File: src/common/radio_uart_pkg.sv
// Functional notes
// serial input carries both configuration command bytes and payload bytes
// select low marks received bytes as commands, high marks them as payload
// serial output carries command responses and payload received over the air
// clear-to-send output high while busy, low when ready for more data
// reply indicator low while the outgoing byte is a command response
// input-drained flag high when the serial input buffer is empty
// fault alert output goes high on an exception whose mask bit is set
// reading the fault status register returns the fault alert output low
// host starts no new byte while clear-to-send is high
package radio_uart_pkg;

    localparam int          CLK_HZ      = 125_000_000;
    localparam int          BAUD_HZ     = 115_200;
    localparam logic [15:0] DIV_DEFAULT = 16'(CLK_HZ / BAUD_HZ);
    localparam logic [15:0] DIV_MIN     = 16'h0004;

    // byte addresses, one aligned 32-bit word each
    localparam logic [7:0] OFS_DIVISOR = 8'h00;
    localparam logic [7:0] OFS_STATUS  = 8'h04;
    localparam logic [7:0] OFS_RX_DATA = 8'h08;
    localparam logic [7:0] OFS_TX_DATA = 8'h0c;
    localparam logic [7:0] OFS_FAULT   = 8'h10;
    localparam logic [7:0] OFS_MASK    = 8'h14;
    localparam logic [7:0] OFS_CTRL    = 8'h18;

    // fault status / mask layout
    localparam int          EV_W        = 3;
    localparam int          EV_OVERRUN  = 0;
    localparam int          EV_FRAMING  = 1;
    localparam int          EV_COLLIDE  = 2;
    localparam logic [2:0]  MASK_RESET  = 3'h0;

    // status layout
    localparam int ST_RX_FULL = 0;
    localparam int ST_RX_CMD  = 1;
    localparam int ST_TX_BUSY = 2;
    localparam int ST_CTS_N   = 3;
    localparam int ST_REPLY   = 4;
    localparam int ST_KIND    = 5;

    // data word layout
    localparam int RXD_PAYLOAD = 8;
    localparam int RXD_VALID   = 9;
    localparam int TXD_RESP    = 8;

    // control layout
    localparam int         CTL_ENABLE = 0;
    localparam int         CTL_HOLD   = 1;
    localparam logic [1:0] CTL_RESET  = 2'h1;

    localparam logic [2:0] LAST_BIT = 3'h7;

    typedef enum logic [3:0] {
        RX_IDLE  = 4'b0001,
        RX_START = 4'b0010,
        RX_DATA  = 4'b0100,
        RX_STOP  = 4'b1000
    } rx_fsm_t;

    typedef enum logic [3:0] {
        TX_IDLE  = 4'b0001,
        TX_START = 4'b0010,
        TX_DATA  = 4'b0100,
        TX_STOP  = 4'b1000
    } tx_fsm_t;

    typedef struct packed {
        logic       valid;
        logic       frame_err;
        logic [7:0] data;
    } rx_byte_t;

    typedef struct packed {
        rx_fsm_t    fsm;
        logic [15:0] cnt;
        logic [2:0]  bit_idx;
        logic [7:0]  shift;
        rx_byte_t    out;
    } rx_state_t;

    typedef struct packed {
        logic        rx_meta;
        logic        rx_sync;
        logic        kind_meta;
        logic        kind_sync;
        tx_fsm_t     tx_fsm;
        logic [15:0] tx_cnt;
        logic [2:0]  tx_bit;
        logic [7:0]  tx_shift;
        logic        tx_pend;
        logic        tx_pend_resp;
        logic [7:0]  tx_pend_data;
        logic        buf_full;
        logic        buf_cmd;
        logic [7:0]  buf_data;
        logic [15:0] divisor;
        logic [1:0]  ctrl;
        logic [2:0]  fault;
        logic [2:0]  mask;
        logic        alert;
        logic        irq;
        logic [31:0] prdata;
        logic        pready;
        logic        pslverr;
        logic        tx_pin;
        logic        cts_n;
        logic        reply;
        logic        drained;
    } top_state_t;

endpackage

File: src/hdl/radio_uart_sideband.sv
// Decided for this implementation: the APB register port and the address map.
module radio_uart_sideband
    import radio_uart_pkg::*;
#(
    parameter logic [15:0] DIV_RESET = DIV_DEFAULT
)
(
    input  wire logic        pclk,
    input  wire logic        presetn,
    input  wire logic        psel,
    input  wire logic        penable,
    input  wire logic        pwrite,
    input  wire logic [7:0]  paddr,
    input  wire logic [31:0] pwdata,
    output logic [31:0]      prdata,
    output logic             pready,
    output logic             pslverr,
    output logic             irq,
    input  wire logic        serial_rx,
    output logic             serial_tx,
    input  wire logic        frame_kind,
    output logic             clear_to_send_n,
    output logic             reply_indicator,
    output logic             input_drained_flag,
    output logic             fault_alert_line
);

    if (DIV_RESET < DIV_MIN) begin : g_bad_divisor
        $error("divisor default below the receiver's minimum");
    end

    top_state_t s;
    top_state_t next_s;
    rx_byte_t   rx_byte;

    // rx pin passes the two synchroniser flops before reaching the receiver
    serial_byte_receiver u_receiver (
        .pclk     (pclk),
        .presetn  (presetn),
        .line_in  (s.rx_sync),
        .divisor  (s.divisor),
        .byte_out (rx_byte)
    );

    logic        access;
    logic        done;
    logic [2:0]  events;
    logic [31:0] rd_word;
    logic        rd_err;

    always_comb begin
        next_s = s;
        events = 3'h0;
        rd_word = 32'h0000_0000;
        rd_err = 1'b0;
        access = psel && penable;
        done = access && s.pready;

        next_s.rx_meta = serial_rx;
        next_s.rx_sync = s.rx_meta;
        next_s.kind_meta = frame_kind;
        next_s.kind_sync = s.kind_meta;

        // receive path: both kinds of byte arrive on the one input
        if (rx_byte.valid && s.ctrl[CTL_ENABLE]) begin
            if (rx_byte.frame_err) begin
                events[EV_FRAMING] = 1'b1;
            end else if (s.buf_full) begin
                // only reachable when the host ignored clear-to-send
                events[EV_OVERRUN] = 1'b1;
            end else begin
                next_s.buf_full = 1'b1;
                next_s.buf_data = rx_byte.data;
                // kind taken at the stop bit, select low means command
                next_s.buf_cmd = !s.kind_sync;
            end
        end

        // transmit path serves replies and over-the-air payload alike
        case (s.tx_fsm)
            TX_IDLE: begin
                next_s.tx_pin = 1'b1;
                if (s.tx_pend) begin
                    next_s.tx_fsm = TX_START;
                    next_s.tx_pin = 1'b0;
                    next_s.tx_cnt = s.divisor - 16'h0001;
                    next_s.tx_shift = s.tx_pend_data;
                    next_s.tx_pend = 1'b0;
                    next_s.reply = !s.tx_pend_resp;
                end
            end
            TX_START: begin
                if (s.tx_cnt == 16'h0000) begin
                    next_s.tx_fsm = TX_DATA;
                    next_s.tx_pin = s.tx_shift[0];
                    next_s.tx_shift = s.tx_shift >> 1;
                    next_s.tx_bit = 3'h0;
                    next_s.tx_cnt = s.divisor - 16'h0001;
                end else begin
                    next_s.tx_cnt = s.tx_cnt - 16'h0001;
                end
            end
            TX_DATA: begin
                if (s.tx_cnt == 16'h0000) begin
                    next_s.tx_cnt = s.divisor - 16'h0001;
                    if (s.tx_bit == LAST_BIT) begin
                        next_s.tx_fsm = TX_STOP;
                        next_s.tx_pin = 1'b1;
                    end else begin
                        next_s.tx_pin = s.tx_shift[0];
                        next_s.tx_shift = s.tx_shift >> 1;
                        next_s.tx_bit = s.tx_bit + 3'h1;
                    end
                end else begin
                    next_s.tx_cnt = s.tx_cnt - 16'h0001;
                end
            end
            TX_STOP: begin
                if (s.tx_cnt == 16'h0000) begin
                    next_s.tx_fsm = TX_IDLE;
                    // stays low only for the bytes of a response
                    next_s.reply = 1'b1;
                end else begin
                    next_s.tx_cnt = s.tx_cnt - 16'h0001;
                end
            end
            default: begin
                next_s.tx_fsm = TX_IDLE;
                next_s.tx_pin = 1'b1;
            end
        endcase

        // read word and decode for the access phase
        if (paddr == OFS_DIVISOR) begin
            rd_word[15:0] = s.divisor;
        end else if (paddr == OFS_STATUS) begin
            rd_word[ST_RX_FULL] = s.buf_full;
            rd_word[ST_RX_CMD]  = s.buf_cmd;
            rd_word[ST_TX_BUSY] = (s.tx_fsm != TX_IDLE) || s.tx_pend;
            rd_word[ST_CTS_N]   = s.cts_n;
            rd_word[ST_REPLY]   = s.reply;
            rd_word[ST_KIND]    = s.kind_sync;
        end else if (paddr == OFS_RX_DATA) begin
            rd_word[7:0]         = s.buf_data;
            rd_word[RXD_PAYLOAD] = !s.buf_cmd;
            rd_word[RXD_VALID]   = s.buf_full;
        end else if (paddr == OFS_TX_DATA) begin
            rd_word[7:0]      = s.tx_pend_data;
            rd_word[TXD_RESP] = s.tx_pend_resp;
        end else if (paddr == OFS_FAULT) begin
            rd_word[EV_W-1:0] = s.fault;
        end else if (paddr == OFS_MASK) begin
            rd_word[EV_W-1:0] = s.mask;
        end else if (paddr == OFS_CTRL) begin
            rd_word[1:0] = s.ctrl;
        end else begin
            rd_err = 1'b1;
        end

        // one wait state: ready rises in the second access cycle
        next_s.pready = access && !s.pready;
        if (access && !s.pready) begin
            next_s.prdata = pwrite ? 32'h0000_0000 : rd_word;
            next_s.pslverr = rd_err;
        end else if (!access) begin
            next_s.pslverr = 1'b0;
        end

        // register side effects happen only at the completing edge
        if (done && pwrite) begin
            if (paddr == OFS_DIVISOR) begin
                // too small a divisor cannot centre the receiver's sample
                if (pwdata[15:0] >= DIV_MIN) begin
                    next_s.divisor = pwdata[15:0];
                end
            end else if (paddr == OFS_TX_DATA) begin
                if (s.tx_pend) begin
                    events[EV_COLLIDE] = 1'b1;
                end else begin
                    next_s.tx_pend = 1'b1;
                    next_s.tx_pend_data = pwdata[7:0];
                    next_s.tx_pend_resp = pwdata[TXD_RESP];
                end
            end else if (paddr == OFS_FAULT) begin
                next_s.fault = s.fault & ~pwdata[EV_W-1:0];
            end else if (paddr == OFS_MASK) begin
                next_s.mask = pwdata[EV_W-1:0];
            end else if (paddr == OFS_CTRL) begin
                next_s.ctrl = pwdata[1:0];
            end
        end else if (done) begin
            if (paddr == OFS_RX_DATA) begin
                next_s.buf_full = 1'b0;
            end else if (paddr == OFS_FAULT) begin
                next_s.alert = 1'b0;
            end
        end

        // a byte landing in an empty buffer stays held despite a pop in the same cycle
        if (rx_byte.valid && s.ctrl[CTL_ENABLE] && !rx_byte.frame_err && !s.buf_full) begin
            next_s.buf_full = 1'b1;
        end

        // new events win over a clear in the same cycle
        next_s.fault = next_s.fault | events;
        if ((events & s.mask) != 3'h0) begin
            next_s.alert = 1'b1;
        end
        next_s.irq = (next_s.fault & next_s.mask) != 3'h0;

        // busy while the byte is held, disabled or held off by software
        next_s.cts_n = next_s.buf_full || !next_s.ctrl[CTL_ENABLE] || next_s.ctrl[CTL_HOLD];
        next_s.drained = !next_s.buf_full;
    end

    always_ff @(posedge pclk or negedge presetn) begin
        if (!presetn) begin
            s.rx_meta      <= 1'b1;
            s.rx_sync      <= 1'b1;
            s.kind_meta    <= 1'b0;
            s.kind_sync    <= 1'b0;
            s.tx_fsm       <= TX_IDLE;
            s.tx_cnt       <= 16'h0000;
            s.tx_bit       <= 3'h0;
            s.tx_shift     <= 8'h00;
            s.tx_pend      <= 1'b0;
            s.tx_pend_resp <= 1'b0;
            s.tx_pend_data <= 8'h00;
            s.buf_full     <= 1'b0;
            s.buf_cmd      <= 1'b0;
            s.buf_data     <= 8'h00;
            s.divisor      <= DIV_RESET;
            s.ctrl         <= CTL_RESET;
            s.fault        <= 3'h0;
            s.mask         <= MASK_RESET;
            s.alert        <= 1'b0;
            s.irq          <= 1'b0;
            s.prdata       <= 32'h0000_0000;
            s.pready       <= 1'b0;
            s.pslverr      <= 1'b0;
            s.tx_pin       <= 1'b1;
            s.cts_n        <= 1'b1;
            s.reply        <= 1'b1;
            s.drained      <= 1'b1;
        end else begin
            s <= next_s;
        end
    end

    assign prdata             = s.prdata;
    assign pready             = s.pready;
    assign pslverr            = s.pslverr;
    assign irq                = s.irq;
    assign serial_tx          = s.tx_pin;
    assign clear_to_send_n    = s.cts_n;
    assign reply_indicator    = s.reply;
    assign input_drained_flag = s.drained;
    assign fault_alert_line   = s.alert;

endmodule // radio_uart_sideband

File: src/hdl/serial_byte_receiver.sv
module serial_byte_receiver
    import radio_uart_pkg::*;
(
    input  wire logic        pclk,
    input  wire logic        presetn,
    input  wire logic        line_in,
    input  wire logic [15:0] divisor,
    output rx_byte_t         byte_out
);

    rx_state_t s;
    rx_state_t next_s;

    always_comb begin
        next_s = s;
        next_s.out.valid = 1'b0;
        next_s.out.frame_err = 1'b0;
        case (s.fsm)
            RX_IDLE: begin
                if (!line_in) begin
                    next_s.fsm = RX_START;
                    next_s.cnt = divisor >> 1;
                end
            end
            RX_START: begin
                if (s.cnt == 16'h0000) begin
                    // a start bit gone by mid-bit is noise
                    if (line_in) begin
                        next_s.fsm = RX_IDLE;
                    end else begin
                        next_s.fsm = RX_DATA;
                        next_s.cnt = divisor - 16'h0001;
                        next_s.bit_idx = 3'h0;
                    end
                end else begin
                    next_s.cnt = s.cnt - 16'h0001;
                end
            end
            RX_DATA: begin
                if (s.cnt == 16'h0000) begin
                    next_s.shift = {line_in, s.shift[7:1]};
                    next_s.cnt = divisor - 16'h0001;
                    if (s.bit_idx == LAST_BIT) begin
                        next_s.fsm = RX_STOP;
                    end else begin
                        next_s.bit_idx = s.bit_idx + 3'h1;
                    end
                end else begin
                    next_s.cnt = s.cnt - 16'h0001;
                end
            end
            RX_STOP: begin
                if (s.cnt == 16'h0000) begin
                    next_s.fsm = RX_IDLE;
                    next_s.out.valid = 1'b1;
                    next_s.out.frame_err = !line_in;
                    next_s.out.data = s.shift;
                end else begin
                    next_s.cnt = s.cnt - 16'h0001;
                end
            end
            default: begin
                next_s.fsm = RX_IDLE;
            end
        endcase
    end

    always_ff @(posedge pclk or negedge presetn) begin
        if (!presetn) begin
            s <= '{fsm: RX_IDLE, cnt: 16'h0000, bit_idx: 3'h0, shift: 8'h00,
                   out: '{valid: 1'b0, frame_err: 1'b0, data: 8'h00}};
        end else begin
            s <= next_s;
        end
    end

    assign byte_out = s.out;

endmodule // serial_byte_receiver
File: config.mk
export PLATFORM = sky130hd
export DESIGN_NAME = radio_uart_sideband
export DESIGN_NICKNAME = d
export VERILOG_FILES = /design/src/common/radio_uart_pkg.sv /design/src/hdl/radio_uart_sideband.sv /design/src/hdl/serial_byte_receiver.sv
export SDC_FILE = /design/constraint.sdc
export NUM_CORES = 1
export LEC_CHECK = 0
export BUFFER_PORTS_ARGS = -buffer_cell sky130_fd_sc_hd__buf_2
export CORE_UTILIZATION = 47
export DETAILED_ROUTE_END_ITERATION = 16
export GPL_TIMING_DRIVEN = 0
export PLACE_DENSITY_LB_ADDON = 0.05
export SLEW_MARGIN = 40
export SYNTH_ARGS = -nofsm -noshare
export SYNTH_HDL_FRONTEND = slang
export SYNTH_SLANG_ARGS = --single-unit
File: constraint.sdc
create_clock -name pclk -period 3.2 [get_ports pclk]
set_clock_uncertainty 0.2 [all_clocks]
set_input_delay 0.16 -clock pclk [delete_from_list [all_inputs] [get_ports pclk]]
set_output_delay 0.16 -clock pclk [all_outputs]
set_load 0.01 [all_outputs]
==> metrics.sh, run 1 <==
DETAIL_ROUTE.FIRST_PASS.ITERATIONS=5
MAXCLOCKFREQUENCY_MHz=326
LAYOUT-DRIVE-GT1-SHARE_PCT=27.0
RRSETUPSLACK_NS=0.13
ANTENNADIODECOUNT=0
PERIOD_MINUS_WS_FINAL_NS=3.07
SLEW-LIMIT-HEADROOM_PCT=49.6
DIE_H_MICRONS=131
SLEW_VIOLATIONS=0
CRIT_TYPE='flip-flop to flip-flop'
HOLD_PATH_CLASS='input port to flip-flop'
FP.DIEAREA_SQ_MM=0.0171
VIAS=6402
WORSTREGTOREGCELLS=7
WORST_PATH_MAX_DELAY_CELL='sky130_fd_sc_hd__nor3_2'
DIEWIDTH_MICRONS=131
TIMING.HOLD.WORST.START='paddr[5]'
POSTROUTEANTENNANETS=0
FINALHOLDVIOLCOUNT=0
CRITPATHMAXSTAGEDELAY_NS=0.64
GRT_FIRST_PASS_WIRELENGTH_MICRONS=34300
SEQ_AREA_FRAC_SYNTH_PCT=46.5
FIN_TNS_SETUP_NS=0
POST-CTS-SETUP-BUFFERS=0
IR_DROP_mV=0.441
CRITICAL_PATH.MAX_FANOUT=9
LAYOUT_COMMONEST_CELL='sky130_fd_sc_hd__dfrtp_1'
WORSTREG2REGSTART='u_receiver.s[21]'
GPL.FINAL_WEIGHTED_CONGESTION=0.936
POST-SYNTH-TOP-AREA-CELL='sky130_fd_sc_hd__dfrtp_1'
HPWL_AFTER_DETAILED_PLACEMENT_MICRONS=15400
POSTSYNTHREGISTERBITS=144
GR-USAGE-ALL-LAYERS_PCT=26.8
CTS.ROOT.BUFFER_CELL='sky130_fd_sc_hd__clkbuf_16'
HOLD_END='input_drained_flag'
WORST_PIN_SLEW_NS=0.746
POST_CTS_RESIZE_COUNT=0
NUM_ROWS=46
HOLD_SLACK_NS=0.00510
FINALCRITPERIODSHARE_PCT=95.8
WORSTSETUPENDPOINTTYPE='flip-flop'
CTS_TREE='done'
TOTALPOWERFINAL_mW=5.46
REG_TO_REG_ENDPOINT='u_receiver.s[18]'
SYNTH.YOSYS.WARNINGS=0
RUN_STATUS='complete, no violations'
CLOCK_SINKS=144
POWER-PER-CELL-AREA_mW_PER_MM2=587
HTREEDEPTH=4
WORST_EP_REQUIRED_TIME_NS=3.32
TIMING.MAX_CAP.VIOLATIONS=0
CTS_MAX_PATH_BUFFERS=2
CP_DATA_ARRIVAL_TIME_NS=3.18
PLACEMENT_SETUP_SLACK_NS=0.212
NETLIST-CELL-TYPE-COUNT=76
GRT_MAX_DEGREE=76
SETUP_VIOL_COUNT_FINAL=0
SYNTHFLOPTYPE='sky130_fd_sc_hd__dfrtp_1'
TIMING.CRITICAL_PATH.CELLS='inv_1 -> ha_1 -> nor4b_1 -> nand3b_1 -> nor3_2 -> nand3_1 -> mux2_2'
SYN-INSTANCE-COUNT=780
INITIAL_ANTENNA_VIOLATION_COUNT=0
TOTAL_WIRELENGTH_MICRONS=21300
ASYNC_RESET_FF_SHARE_PCT=100
POST_CTS_HOLD_BUFFER_COUNT=24
POWER.LEAKAGE_nW=4.38
PLACEABLECOREAREA_SQ_MM=0.0161
CLKTRANSATPATHREGS_NS=0.07
FINAL_CELL_MIX='sky130_fd_sc_hd__dfrtp_1 (129), sky130_fd_sc_hd__nand2_1 (86), sky130_fd_sc_hd__buf_2 (66)'
DRT_ITER0_MARKERS=496
RSZ0062_AT_GRT='no'
SYNTH.TOP_CELLS.BY_AREA='sky130_fd_sc_hd__dfrtp_1 (41%), sky130_fd_sc_hd__mux2_2 (9.2%), sky130_fd_sc_hd__dfstp_2 (5.1%)'
VIAS_PER_CELL=5.71
DRC_MARKERS=0
POST-ROUTE-WORST-SETUP-SLACK_NS=0.133
SYNTH_EDF_COUNT=0
NUMCTSBUFFERS=17
INITIAL_UTILIZATION_PCT=48.5
LAYOUT.NETS=948
WORST_SKEW_PAIR.LATE_LATENCY_NS=0.43
GRT-OVFL-TOTAL=0
GRT_PASS1_VIAS=6370
AREAGROWTHSYNTHTOFINISH_PCT=19.3
MAPPEDNETLISTAREA_SQ_MM=0.00779
POST-ROUTE-UTIL_PCT=57.9
SYNTHDOMINANTCELLAREASHARE_PCT=41.4
HOLDPATHSTAGES=5
WORSTSETUPSTARTPOINTTYPE='flip-flop'
PLACEMENT.IO_BUFFERS=52
AVGROUTEDWIREPERCELL_MICRONS=19.0
FLOORPLAN.IO_PINS=87
POSTSYNTHAREAPERCELL_SQ_UM=9.99
## worst max path at each step
stage,start,end,slack (ns),cells past startpoint
detailed placement,u_receiver.s[21],u_receiver.s[18],0.21,7
CTS,u_receiver.s[21],u_receiver.s[18],0.21,7
floorplan,u_receiver.s[21],u_receiver.s[18],0.90,7
global route,u_receiver.s[21],u_receiver.s[18],0.04,7
global placement,presetn,u_receiver.s[12],-0.32,1
finish,u_receiver.s[21],u_receiver.s[18],0.13,7
## cells by family (layout without fill, tap and decap cells)
kind of cell / Yosys count / after routing / share of synthesized area [%]
compound gates: 188 / 188 / 15.6
xor+xnor: 15 / 15 / 1.69
fa+ha+maj: 9 / 9 / 1.44
buf+inv: 88 / 198 / 6.32
flops: 144 / 144 / 46.5
mux: 72 / 72 / 10.8
other cells: 1 / 16 / 0.0481
simple gates: 263 / 263 / 17.6
## where the power goes
part | switching [mW] | internal [mW] | total [mW]
combinational | 0.915 | 0.486 | 1.40
sequential | 0.113 | 1.93 | 2.04
clock | 0.955 | 1.06 | 2.02
## cell usage after synthesis, types with 6 or more instances
cell and n:
sky130_fd_sc_hd__a22oi_1 13, sky130_fd_sc_hd__nand2_1 86, sky130_fd_sc_hd__nor2_1 55, sky130_fd_sc_hd__o21ai_0 65
sky130_fd_sc_hd__dfstp_2 15, sky130_fd_sc_hd__nor2b_1 6, sky130_fd_sc_hd__a22o_1 20, sky130_fd_sc_hd__xnor2_1 6
sky130_fd_sc_hd__nand3_1 17, sky130_fd_sc_hd__buf_2 15, sky130_fd_sc_hd__inv_1 22, sky130_fd_sc_hd__clkbuf_1 12
sky130_fd_sc_hd__nor4_1 16, sky130_fd_sc_hd__ha_1 9, sky130_fd_sc_hd__mux2_2 64, sky130_fd_sc_hd__nor3_1 25
sky130_fd_sc_hd__dfrtp_1 129, sky130_fd_sc_hd__a21oi_1 39, sky130_fd_sc_hd__nor3b_1 7, sky130_fd_sc_hd__buf_4 36
sky130_fd_sc_hd__xor2_1 9
## worst max-delay path, delay by kind of cell (launching register included)
family / cells / cell delay [ns]
fa+ha+maj: 1 / 0.19
buf+inv: 1 / 0.12
flops: 1 / 0.42
simple gates: 4 / 1.69
mux: 1 / 0.33
## area by class of cell
class                   count  area [sq um]
plain buffers              65           407
clock buffers              17           425
clock inverters            15           189
fillers                  1397          6760
inverters                  23          86.3
multi-input cells         563          3740
flip-flops and latches    144          3620
well taps                 216           270
repair buffers             78           566
## stage by stage
step	std cells	instance area (sq um)
floorplan	795	7850
global placement	1063	8380
detailed placement	1065	8450
CTS	1121	9300
global route	1121	9300
finish	1121	9300
## state kept, by name, summed over array words and instances, names as in the netlist, 2 cells and up
name	cells
prdata	16
u_receiver.s	31
next_s	2
u_receiver.byte_out	10
s	77
## layer usage
layer  global-route usage [%]  part of all wire [%]
met5                        0                     0
met4                     10.2                   2.9
met3                     5.70                   5.2
met2                     43.9                    48
met1                     34.8                    44
Power figures use the tool's default switching activity.
==> run 2: changes to the inputs <==
--- a/config.mk
+++ b/config.mk
@@ -6,7 +6,7 @@
 export NUM_CORES = 1
 export LEC_CHECK = 0
 export BUFFER_PORTS_ARGS = -buffer_cell sky130_fd_sc_hd__buf_2
-export CORE_UTILIZATION = 47
+export CORE_UTILIZATION = 59
 export DETAILED_ROUTE_END_ITERATION = 16
 export GPL_TIMING_DRIVEN = 0
 export PLACE_DENSITY_LB_ADDON = 0.05
==> metrics.sh, run 2 (synthesis gave the netlist of run 1 again) <==
RRSETUPSLACK_NS=0.34
GR-USAGE-ALL-LAYERS_PCT=32.0
NUMCTSBUFFERS=17
DRT_ITER0_MARKERS=704
POWER.LEAKAGE_nW=4.38
SLEW_VIOLATIONS=0
CRIT_TYPE='flip-flop to flip-flop'
AREAGROWTHSYNTHTOFINISH_PCT=18.7
HOLD_PATH_CLASS='input port to asynchronous set/reset pin'
VIAS_PER_CELL=6.12
CTS_TREE='done'
LAYOUT.NETS=949
GRT_FIRST_PASS_WIRELENGTH_MICRONS=32700
DIE_H_MICRONS=117
WORST_PIN_SLEW_NS=0.698
NUM_ROWS=41
CRIT_PATH_START='u_receiver.s[21]'
SWITCHING_POWER_mW=1.90
POWER_SHARE_OF_THE_SEQUENTIAL_GROUP_PCT=37.6
TIMING.MAX_CAP.VIOLATIONS=0
PERIOD_MINUS_WS_FINAL_NS=2.86
RSZ0062_AT_GRT='no'
INTPOWER_mW=3.53
FIN_TNS_SETUP_NS=0
SLEW-LIMIT-HEADROOM_PCT=53.3
FLOORPLAN.IO_PINS=87
CTS_MAX_PATH_BUFFERS=2
CLKTRANSATPATHREGS_NS=0.06
CP-ENDPOINT='u_receiver.s[31]'
WORSTREG2REGSTART='u_receiver.s[21]'
INITIAL_UTILIZATION_PCT=61.0
REG_TO_REG_ENDPOINT='u_receiver.s[31]'
RUN_STATUS='complete, no violations'
WORSTREGTOREGCELLS=9
LAYOUT_COMMONEST_CELL='sky130_fd_sc_hd__dfrtp_1'
SHARE_OF_TOTAL_POWER_IN_THE_CLOCK_NETWORK_PCT=36.7
WORST_EP_REQUIRED_TIME_NS=3.29
WORSTSETUPSTARTPOINTTYPE='flip-flop'
HTREEDEPTH=4
GRT-OVFL-TOTAL=0
POSTROUTEANTENNANETS=0
DIEWIDTH_MICRONS=117
LAYOUT-DRIVE-GT1-SHARE_PCT=27.3
GPL.FINAL_WEIGHTED_CONGESTION=0.923
PLACEMENT.IO_BUFFERS=52
LAYOUT_TOP_REGISTERS='s: 77 flops, u_receiver.s: 31 flops, prdata: 16 flops'
WORST_SKEW_PAIR.LATE_LATENCY_NS=0.43
MAXCLOCKFREQUENCY_MHz=349
SETUP_VIOL_COUNT_FINAL=0
SWSHARE_PCT=35.0
FP.DIEAREA_SQ_MM=0.0137
POWER.SHARE.COMBINATIONAL_PCT=25.7
POWER-PER-CELL-AREA_mW_PER_MM2=588
ANTENNADIODECOUNT=0
DETAIL_ROUTE.FIRST_PASS.ITERATIONS=5
CRITICAL_PATH.MAX_FANOUT=10
FINAL_CELL_MIX='sky130_fd_sc_hd__dfrtp_1 (129), sky130_fd_sc_hd__nand2_1 (86), sky130_fd_sc_hd__buf_2 (66)'
CP_DATA_ARRIVAL_TIME_NS=2.95
AVGROUTEDWIREPERCELL_MICRONS=19.2
HOLD_SLACK_NS=0.0181
CLOCK_SINKS=144
LARGEST_REGISTER_FF_COUNT=77
FINALHOLDVIOLCOUNT=0
GRT_MAX_DEGREE=62
DRC_MARKERS=0
HPWL_AFTER_DETAILED_PLACEMENT_MICRONS=14600
FINALCRITPERIODSHARE_PCT=89.4
LARGEST_REGISTER_BY_FLOP_COUNT='s'
TOTALPOWERFINAL_mW=5.44
CTS.ROOT.BUFFER_CELL='sky130_fd_sc_hd__clkbuf_16'
IR_DROP_mV=0.561
VIAS=6600
WORSTSETUPENDPOINTTYPE='flip-flop'
INITIAL_ANTENNA_VIOLATION_COUNT=0
TOTAL_WIRELENGTH_MICRONS=20700
PLACEABLECOREAREA_SQ_MM=0.0128
GRT_PASS1_VIAS=6390
-- run 2: what timing repair did --
item / 4_1_cts / 5_1_grt
endpoints found under the hold margin: 178 / 0
setup endpoints to repair: 0 / 3
buffers inserted: 0 / 0
resized for setup: 0 / 1
hold buffers: 25 / 0
-- run 2: power by group through the flow --
stage / Clock [mW] / Combinational [mW] / Sequential [mW]
finish: 2.00 / 1.40 / 2.05
global route: 2.10 / 1.53 / 2.06
CTS: 2.02 / 1.34 / 2.04
detailed placement: 0 / 1.32 / 2.07
global placement: 0 / 1.29 / 2.06
floorplan: 0 / 0.963 / 2.04
-- run 2: final cells by class --
class                           count  area (sq um)
Buffer                             65           407
Clock buffer                       17           425
Clock inverter                     15           169
Fill cell                         940          3520
Inverter                           23          86.3
Multi-Input combinational cell    563          3760
Sequential cell                   144          3620
Tap cell                          172           215
Timing Repair Buffer               79           568
-- run 2: worst min-delay path by stage --
| stage | cells after the start | start | to |
|---|---|---|---|
| 2_1_floorplan | 0 | presetn | fault_alert_line |
| 3_3_place_gp | 1 | serial_rx | next_s[117] |
| 3_5_place_dp | 1 | presetn | s[105] |
| 4_1_cts | 2 | presetn | u_receiver.s[34] |
| 5_1_grt | 2 | presetn | s[105] |
| 6_report | 2 | presetn | s[105] |
-- run 2: critical path, cell delays in order, from the launching register on --
cell,delay (ns)
sky130_fd_sc_hd__dfrtp_1,0.42
sky130_fd_sc_hd__inv_1,0.12
sky130_fd_sc_hd__ha_1,0.19
sky130_fd_sc_hd__nor4b_1,0.52
sky130_fd_sc_hd__and4_1,0.28
sky130_fd_sc_hd__buf_4,0.16
sky130_fd_sc_hd__o22ai_2,0.15
sky130_fd_sc_hd__inv_1,0.28
sky130_fd_sc_hd__buf_2,0.28
sky130_fd_sc_hd__o21ai_0,0.13
-- run 2: layer usage --
layer / GRT usage [%] / wire [microns]
met1: 41.4 / 8900
met2: 52.5 / 9930
met3: 6.44 / 1220
met4: 14.2 / 693
met5: 0 / 0
-- run 2: through the flow --
stage,utilization [%],worst slack (ns),std cells,cell area [sq um]
2_1_floorplan,-,0.898,795,7850
3_5_place_dp,65.6,0.264,1021,8380
4_1_cts,72.3,0.241,1078,9230
6_report,72.4,0.338,1078,9250
5_1_grt,72.4,0.0995,1078,9250
3_3_place_gp,65.2,-0.203,1019,8330
